<file path="src/rtl/cfm_pkg.sv">
package cfm_pkg;

   // ***************************************************
   // Timing
   // ***************************************************
   localparam int unsigned CLK_HZ        = 100_000_000;
   localparam int unsigned WINDOW_MS     = 250;
   localparam int unsigned WINDOW_CYC    = WINDOW_MS * (CLK_HZ / 1000);

   // ***************************************************
   // Monitoring mode and sequencer states
   // ***************************************************
   typedef enum logic [1:0] {
      CFM_MODE_NONE = 2'h0,
      CFM_MODE_ONE  = 2'h1,
      CFM_MODE_TWO  = 2'h2
   } cfm_mode_e;

   typedef enum logic [3:0] {
      CFM_ST_WAIT = 4'h1,
      CFM_ST_RUN  = 4'h2,
      CFM_ST_OFF  = 4'h4,
      CFM_ST_LOCK = 4'h8
   } cfm_state_e;

endpackage : cfm_pkg

</file>
<file path="src/rtl/cfm_timer_if.sv">
`timescale 1ns/1ps
`default_nettype none

interface cfm_timer_if;
   logic cond;
   logic expired;
   modport timer (input cond, output expired);
   modport user  (output cond, input expired);
endinterface : cfm_timer_if

`default_nettype wire

</file>
<file path="src/rtl/cfm_top.sv">
// Contract
// - One feedback input may guard one or several switched safety outputs, chosen by a map.
// - The feedback check runs either as a one-channel or as a two-channel check.
// - With checking off (the default) every output follows its request unconditionally.
// - One-channel: a reset is refused unless the series feedback contact reads closed.
// - One-channel: while outputs are on after a reset, feedback changes are ignored.
// - One-channel: feedback must read closed within 250 ms after outputs turn off.
// - Two-channel: both feedback inputs must read closed for a reset and for turn-on.
// - Two-channel: both inputs changing together while on is tolerated.
// - Two-channel: inputs opposite for longer than 250 ms cause lockout.
`timescale 1ns/1ps
`default_nettype none

module cfm_top
   import cfm_pkg::*;
#(
   parameter int unsigned N_OUT       = 4,
   parameter int unsigned WINDOW_CYCS = cfm_pkg::WINDOW_CYC
) (
   input  wire logic             clk,            // System clock
   input  wire logic             rst,            // Sync reset, active high
   input  wire cfm_pkg::cfm_mode_e mode,         // Feedback check mode
   input  wire logic [N_OUT-1:0] out_map,        // Outputs guarded by the feedback
   input  wire logic [N_OUT-1:0] out_req,        // Logical output requests
   input  wire logic             reset_req,      // Manual or automatic reset pulse
   input  wire logic             fb_a_closed,    // Feedback channel A closed
   input  wire logic             fb_b_closed,    // Feedback channel B closed
   output logic [N_OUT-1:0]      sso_q,          // Switched safety outputs
   output logic                  lockout_q,      // Lockout state
   output logic                  reset_refused_q,// Reset refused, one-cycle pulse
   output logic                  armed_q         // Guarded outputs allowed on
);
   import cfm_pkg::*;

   typedef struct packed {
      cfm_state_e       st;
      logic [N_OUT-1:0] sso;
      logic             refused;
   } cfm_top_s;

   cfm_top_s s_q;
   cfm_top_s s_d;

   cfm_timer_if off_tif ();
   cfm_timer_if dis_tif ();

   logic mon_en;
   logic two_ch;
   logic fb_ok;
   logic any_guarded_req;

   initial
   begin
      if (N_OUT < 1)
         $error("cfm_top: N_OUT must be at least 1");
      if (WINDOW_CYCS < 2)
         $error("cfm_top: WINDOW_CYCS must be at least 2");
   end

   // ***************************************************
   // Mode decode
   // ***************************************************
   always_comb
   begin
      mon_en          = (mode != CFM_MODE_NONE) && (out_map != '0);
      two_ch          = (mode == CFM_MODE_TWO);
      fb_ok           = two_ch ? (fb_a_closed && fb_b_closed)
                               : fb_a_closed;
      any_guarded_req = |(out_req & out_map);
   end

   // ***************************************************
   // Windows
   // ***************************************************
   assign off_tif.cond = mon_en && !two_ch && (s_q.st == CFM_ST_OFF)
                         && !fb_a_closed;
   assign dis_tif.cond = mon_en && two_ch
                         && (fb_a_closed != fb_b_closed);

   cfm_window_timer #(
      .LIMIT (WINDOW_CYCS)
   ) u_off_timer (
      .clk (clk),
      .rst (rst),
      .tif (off_tif)
   );

   cfm_window_timer #(
      .LIMIT (WINDOW_CYCS + 1)
   ) u_dis_timer (
      .clk (clk),
      .rst (rst),
      .tif (dis_tif)
   );

   // ***************************************************
   // Sequencer
   // ***************************************************
   always_comb
   begin
      s_d         = s_q;
      s_d.refused = 1'b0;
      unique case (s_q.st)
         CFM_ST_WAIT:
         begin
            if (reset_req)
            begin
               if (fb_ok)
                  s_d.st = CFM_ST_RUN;
               else
                  s_d.refused = mon_en;
            end
         end
         CFM_ST_RUN:
         begin
            // Feedback not looked at here in one-channel mode
            if (!any_guarded_req)
               s_d.st = two_ch ? CFM_ST_WAIT : CFM_ST_OFF;
         end
         CFM_ST_OFF:
         begin
            if (off_tif.expired)
               s_d.st = CFM_ST_LOCK;
            else if (fb_a_closed || two_ch)
               s_d.st = CFM_ST_WAIT;
            if (reset_req && !off_tif.expired)
               s_d.refused = mon_en;
         end
         CFM_ST_LOCK:
         begin
            s_d.refused = reset_req && mon_en;
         end
         default:
            s_d.st = CFM_ST_LOCK;
      endcase

      if (dis_tif.expired)
         s_d.st = CFM_ST_LOCK;
      if (!mon_en && s_d.st != CFM_ST_LOCK)
         s_d.st = CFM_ST_WAIT;

      for (int i = 0; i < N_OUT; i++)
      begin
         if (mon_en && out_map[i])
            s_d.sso[i] = out_req[i] && (s_d.st == CFM_ST_RUN);
         else
            s_d.sso[i] = out_req[i];
      end
   end

   always_ff @(posedge clk)
   begin
      if (rst)
      begin
         s_q.st      <= CFM_ST_WAIT;
         s_q.sso     <= '0;
         s_q.refused <= 1'b0;
      end
      else
         s_q <= s_d;
   end

   // ***************************************************
   // Outputs
   // ***************************************************
   always_ff @(posedge clk)
   begin
      if (rst)
      begin
         lockout_q <= 1'b0;
         armed_q   <= 1'b0;
      end
      else
      begin
         lockout_q <= (s_d.st == CFM_ST_LOCK);
         armed_q   <= (s_d.st == CFM_ST_RUN);
      end
   end

   assign sso_q           = s_q.sso;
   assign reset_refused_q = s_q.refused;

endmodule : cfm_top

`default_nettype wire

</file>
<file path="src/rtl/cfm_window_timer.sv">
`timescale 1ns/1ps
`default_nettype none

module cfm_window_timer #(
   parameter int unsigned LIMIT = 16
) (
   input  wire logic   clk,   // System clock
   input  wire logic   rst,   // Sync reset
   cfm_timer_if.timer  tif    // Condition in, expiry out
);
   localparam int unsigned CW = $clog2(LIMIT + 2);

   typedef struct packed {
      logic [CW-1:0] cnt;
      logic          exp;
   } cfm_tmr_s;

   cfm_tmr_s st_q;
   cfm_tmr_s st_d;

   initial
   begin
      if (LIMIT < 2)
         $error("cfm_window_timer: LIMIT must be at least 2");
   end

   // ***************************************************
   // Counter restarts when the condition ends
   // ***************************************************
   always_comb
   begin
      st_d = st_q;
      if (!tif.cond)
      begin
         st_d.cnt = '0;
         st_d.exp = 1'b0;
      end
      else
      begin
         if (st_q.cnt != CW'(LIMIT))
            st_d.cnt = st_q.cnt + CW'(1);
         st_d.exp = (st_q.cnt >= CW'(LIMIT - 1));
      end
   end

   always_ff @(posedge clk)
   begin
      if (rst)
         st_q <= '0;
      else
         st_q <= st_d;
   end

   assign tif.expired = st_q.exp;

endmodule : cfm_window_timer

`default_nettype wire

</file>
<file path="config.mk">
export PLATFORM = sky130hd
export DESIGN_NAME = cfm_top
export DESIGN_NICKNAME = d
export VERILOG_FILES = /design/src/rtl/cfm_pkg.sv /design/src/rtl/cfm_timer_if.sv /design/src/rtl/cfm_top.sv /design/src/rtl/cfm_window_timer.sv
export SDC_FILE = /design/constraint.sdc
export NUM_CORES = 1
export LEC_CHECK = 0
export BUFFER_PORTS_ARGS = -buffer_cell sky130_fd_sc_hd__buf_2
export CAP_MARGIN = 20
export CORE_MARGIN = 4
export CORE_UTILIZATION = 56
export CTS_BUF_LIST = sky130_fd_sc_hd__clkbuf_4
export DETAILED_ROUTE_END_ITERATION = 10
export GPL_TIMING_DRIVEN = 0
export PLACE_DENSITY = 0.76
export SETUP_SLACK_MARGIN = 0.4
export SYNTH_ARGS = -nofsm -noshare
export SYNTH_HDL_FRONTEND = slang
export SYNTH_SLANG_ARGS = --single-unit
</file>
<file path="constraint.sdc">
create_clock -name clk -period 1.8 [get_ports clk]
set_input_delay 0.36 -clock clk [delete_from_list [all_inputs] [get_ports clk]]
set_output_delay 0.36 -clock clk [all_outputs]
set_load 0.02 [all_outputs]
</file>
Word-level counts from Yosys, hierarchy flattened:

Index checks and enable logic that the tools add are counted.

* add/sub/neg operators: 2
* equality and inequality tests: 11
* $lt $le $gt $ge: 2
* bitwise gates (word level): 3
* multiplexer cells: 18
* reductions and logical operators: 28

Operators by type and width (count)
* $add 25x1->25 const B: 2
* $ge 25x25->1 const B: 2
* $ne 25x25->1 const B: 2
* $mux 4: 7
* $logic_and 1x1->1: 18
* $pmux 4 s4: 1
* $eq 4x2->1 const B: 2
* $eq 4x4->1 const B: 2
* $mux 1: 8
* $and 4x4->4: 1
* $eq 4x1->1 const B: 1
* $eq 4x3->1 const B: 1
* $logic_not 1->1: 4
* $ne 4x4->1 const B: 1
* $reduce_bool 4->1: 1
* $reduce_or 2->1: 2
* $reduce_or 4->1: 1
* $mux 3: 1
* $pmux 1 s3: 1
* $eq 2x2->1 const B: 1
* $not 1->1: 2
* $reduce_bool 2->1: 1
* $logic_or 1x1->1: 1
* $ne 1x1->1: 1

* register bits after elaboration: 63
* input bits: 15

Longest topological paths before layout:

* depth after elaboration: 12
* gate-level depth with buffers: 6
* gate-level depth less buffers: 6

By module:

Synthesis repeated with hierarchy kept, for this count alone.

* cells, all modules: 397
* area total of the unflattened synthesis: 3414.5 um2

Modules (own cells, without submodules)
* cfm_window_timer at u_off_timer: area each 1357.6 um2, sequential area each 520.5 um2, cells each 158, instances 1
* cfm_window_timer at u_dis_timer: area each 1348.8 um2, sequential area each 520.5 um2, cells each 162, instances 1
* cfm_top: area each 708.2 um2, sequential area each 220.2 um2, cells each 77, instances 1

Worst setup path after synthesis:

No wires, ideal clock.

* path type: register -> register
* from: reg u_dis_timer.st_q[1] in the netlist's numbering
* to: reg u_dis_timer.st_q[17] in the netlist's numbering
* required time: 1.730 ns
* buffers on the path: 1
* cell stages (with the launch flop): 7
* arrival: 1.619 ns
* slack: 0.111 ns
* clock period less this slack: 1.689 ns
* cells stage by stage: dfxtp_1 ha_1 and4_1 nand4_1 clkbuf_1 or3_1 a21oi_1

* word-level cells in the longest chain between the ends: 1
* elaborated cells on any way between the ends: 2
* classes of those cells: add/sub: 1; eq/ne: 1

RTL lines
* start, declared: line cfm_window_timer.sv:18 `cfm_tmr_s st_q;`
* start signal, assigned: line cfm_window_timer.sv:51 `st_q <= st_d;`
* $add 25x1->25 or $ne 25x25->1 (tied branches): line cfm_window_timer.sv:41, cfm_window_timer.sv:40

Parallel ways exist; a longest one is shown, timed or not.
A chain may end at the register's enable or synchronous reset.

Final worst setup path:

* from: reg u_dis_timer.st_q[9] in the netlist's numbering
* to: reg u_dis_timer.st_q[20] in the netlist's numbering

Same word-level chain as after synthesis.

==> reports/summary.txt <==
crit-path max FO -> 8
number of ports placed on the die boundary -> 22
total number of vias -> 3400
category of the critical setup timing path -> reg -> reg
DRC violations left -> 0
Fin. Hold Viols -> 0
GP Congestion -> 0.773
data arrival time of the worst path -> 2.07 ns
hold crit path type -> in -> reg
via count of the first global-routing pass -> 2976
leakage power of the design -> 1.60 nW
setup repair after global routing missed its margin -> yes
Sw Share -> 0.246
EDFF count, synth -> 0
maximum VDD drop -> 0.511 mV
number of buffers inserted by port buffering -> 20
number of nets produced by synthesis -> 403
logic gate share of total power -> 0.092
CTS tree -> yes
Cell variety after synth -> 54
accumulated negative setup slack -> 0 ns
number of nets with antenna violations after detailed routing -> 0
DPL Wire Length -> 4.91 mm
top cells by instance count after synthesis -> 63 x dfxtp_1, 34 x a21oi_1, 26 x nor2_1
effective utilization at floorplan -> 0.583
depth of the worst register-to-register path -> 5
final period utilization -> 0.957
total of max-cap violations -> 0
part of the power in the clock network -> 0.428
Total Wirelength -> 9.73 mm
kind of start point of the critical path -> flip-flop
total clock buffers created by CTS -> 9
share of synthesized area spent on multiplexers -> 0.00654
proportion of netlist area held by the largest area contributor -> 0.388
count of H-tree levels built during CTS -> 3
Placed Instance Area -> 0.00359 mm²
combinational family with the most area after synthesis -> simple AND/OR/NAND/NOR gates
overall power consumption -> 0.00295 W
post-synthesis to final-layout area growth -> 46.6%
FF-to-FF Start -> u_dis_timer.st_q[9]
Psw -> 0.000725 W
iteration count of the initial detailed-routing pass -> 5
post-route clock skew -> 0.0208 ns
Flop pwr share -> 0.481
xor/xnor cell area share of the yosys netlist -> 0.0485
measured slew at the worst slew-check pin -> 0.585 ns
ANT cells -> 0
cell count after synthesis -> 382
Worst Setup End Kind -> flip-flop
sequential element share of the synthesized area -> 0.388
largest area contributor in the netlist -> dfxtp_1
CP required -> 2.15 ns
wire length of the first global-routing pass -> 13.7 mm
proportion of register bits with asynchronous set or reset after synthesis -> 0
Final Core Density -> 0.855
primary flip-flop cell chosen by synthesis mapping -> dfxtp_1
Setup-failing EPs final -> 0
cell with the most instances after synthesis -> dfxtp_1
fill cell count -> 295
Die Outline Area -> 0.00709 mm²
latest clock arrival within the worst-skew pair -> 0.44 ns
final instance area -> 0.00477 mm²
vertical die dimension -> 84.2 µm
setup slack of the worst register-to-register path -> 0.08 ns
origin of the worst min-delay path -> out_req[1]
synthesized-area fraction occupied by and/or/nand/nor cells -> 0.305
largest net degree at the start of global routing -> 12
total congestion overflow after global routing -> 0
outcome -> finished, final reports clean
Std-Cell Rows -> 27
compound-gate portion of the synthesized area -> 0.172
number of antenna violations at the first check in global routing -> 0
Hold Path Stages -> 3
worst hold slack -> 0.171 ns
adder-cell share of the synthesized area -> 0.0231
max-slew violation count -> 0
Fmax achieved -> 581 MHz
cell area after synthesis -> 0.00325 mm²
count of clock tree sinks -> 63
global-route total usage across every layer -> 0.237
syn avg cell area -> 8.51 µm²
net count of the finished layout -> 485
violation count after the first detailed-routing iteration -> 241
wire per inst -> 18.0 µm
total number of yosys warnings -> 0
buffer type at the clock tree root -> clkbuf_4
width of the die -> 84.2 µm
Core ar. -> 0.00557 mm²
layout cells sized above 1 -> 0.493
Int Pwr -> 0.00223 W
final worst path period need -> 1.72 ns
via-per-instance ratio -> 6.28
clock transition at the registers of the reported paths -> 0.12 ns
synthesis-stage register bit count -> 63
total power divided by cell area -> 620 mW/mm²
capture instance of the worst register-to-register path -> u_dis_timer.st_q[20]
critical path launch point -> u_dis_timer.st_q[9]
main area contributors after synthesis -> dfxtp_1 39%, a21oi_1 5.2%, o31ai_1 3.7%
worst relative slew slack -> 0.610
number of buffers on the longest clock path -> 2
Hold Crit Endpoint -> sso_q[1]
-- worst max-delay path: stages (launching register included) --
cell and delay [ns]:
dfxtp_2 0.37, and4_4 0.25, nand4_1 0.17, buf_6 0.20, or4_1 0.47, a21oi_1 0.17
-- power by group through the flow --
stage                     Sequential [W]  Clock [W]  Combinational (W)
after global routing             0.00142    0.00133           0.000292
after detailed placement         0.00147          0           0.000178
after global placement           0.00147          0           0.000175
after CTS                        0.00142    0.00125           0.000222
after floorplan                  0.00147          0           0.000115
final                            0.00142    0.00126           0.000271
-- layout by cell type, fill, tap and decap left out, types with 4 or more instances in the layout --
master / Yosys / final
xor2_1: 13 / 13
or3_1: 10 / 9
buf_4: 4 / 39
clkbuf_4: 0 / 11
nor2_4: 0 / 11
or4_1: 15 / 12
nor3_1: 6 / 5
dfxtp_1: 63 / 19
and4_4: 0 / 5
nor2b_1: 8 / 7
a21oi_2: 0 / 12
buf_6: 2 / 18
and4_1: 12 / 6
inv_1: 18 / 17
or4_4: 1 / 4
clkbuf_8: 0 / 4
dfxtp_2: 0 / 28
o31ai_1: 16 / 11
a21oi_1: 34 / 22
nand4_1: 15 / 15
o21ai_0: 18 / 7
o21ai_1: 0 / 10
nor2_1: 26 / 14
nand3_1: 21 / 20
buf_2: 3 / 20
dfxtp_4: 0 / 16
nand2_1: 18 / 16
-- flip-flops by register name, indices dropped and copies added, names as in the netlist --
name	cells
u_dis_timer.st_q	25
u_off_timer.st_q	25
s_q	4
sso_q	4
armed_q	1
lockout_q	1
reset_refused_q	1
u_dis_timer.tif.expired	1
u_off_timer.tif.expired	1
-- routing by layer --
metal | GRT usage | vias up | wire [µm]
met5 | 0 | - | 0
met4 | 0.118 | 0 | 280
met3 | 0.0500 | 33 | 507
met2 | 0.403 | 121 | 4930
met1 | 0.281 | 1650 | 4010
li1 | - | 1596 | -
-- worst max-delay path by stage --
stage / to / cells after the start
final: u_dis_timer.st_q[20] / 5
after global routing: u_off_timer.st_q[2] / 6
after CTS: u_dis_timer.st_q[19] / 6
after detailed placement: u_dis_timer.st_q[6] / 7
after global placement: u_dis_timer.st_q[10] / 7
after floorplan: u_dis_timer.st_q[10] / 6
-- timing repair --
item	4_1_cts	5_1_grt
pin swaps	28	31
hold buffers	0	0
gates cloned	2	2
setup endpoints to repair	51	60
gates resized for setup	84	82
buffers inserted	34	13
-- final cells by class --
| class | count | area, µm² | area share |
|---|---|---|---|
| clock inverter | 7 | 111 | 0.0234 |
| tap | 72 | 90.1 | 0.0189 |
| timing repair buffer | 71 | 579 | 0.122 |
| buffer | 22 | 208 | 0.0436 |
| inverter | 18 | 70.1 | 0.0147 |
| clock buffer | 9 | 67.6 | 0.0142 |
| sequential | 63 | 1360 | 0.285 |
| multi-input combinational | 279 | 2280 | 0.479 |
-- metrics by stage --
step	std cells	setup slack, ns
6_report	541	0.0775
5_1_grt	541	0.0309
4_1_cts	526	0.118
3_5_place_dp	474	-0.0530
3_3_place_gp	474	-0.0530
2_1_floorplan	382	0.239
-- cells by family (layout without fill, tap and decap cells) --
family	after synthesis	after routing
DFF	63	63
AOI/OAI and AO/OA	89	89
muxes	2	2
and+or+nand+nor	164	164
buffers and inverters	40	127
xor gates and xnor gates	18	18
adders and majority gates	6	6
Note: power is estimated with default switching activity, not from simulation.
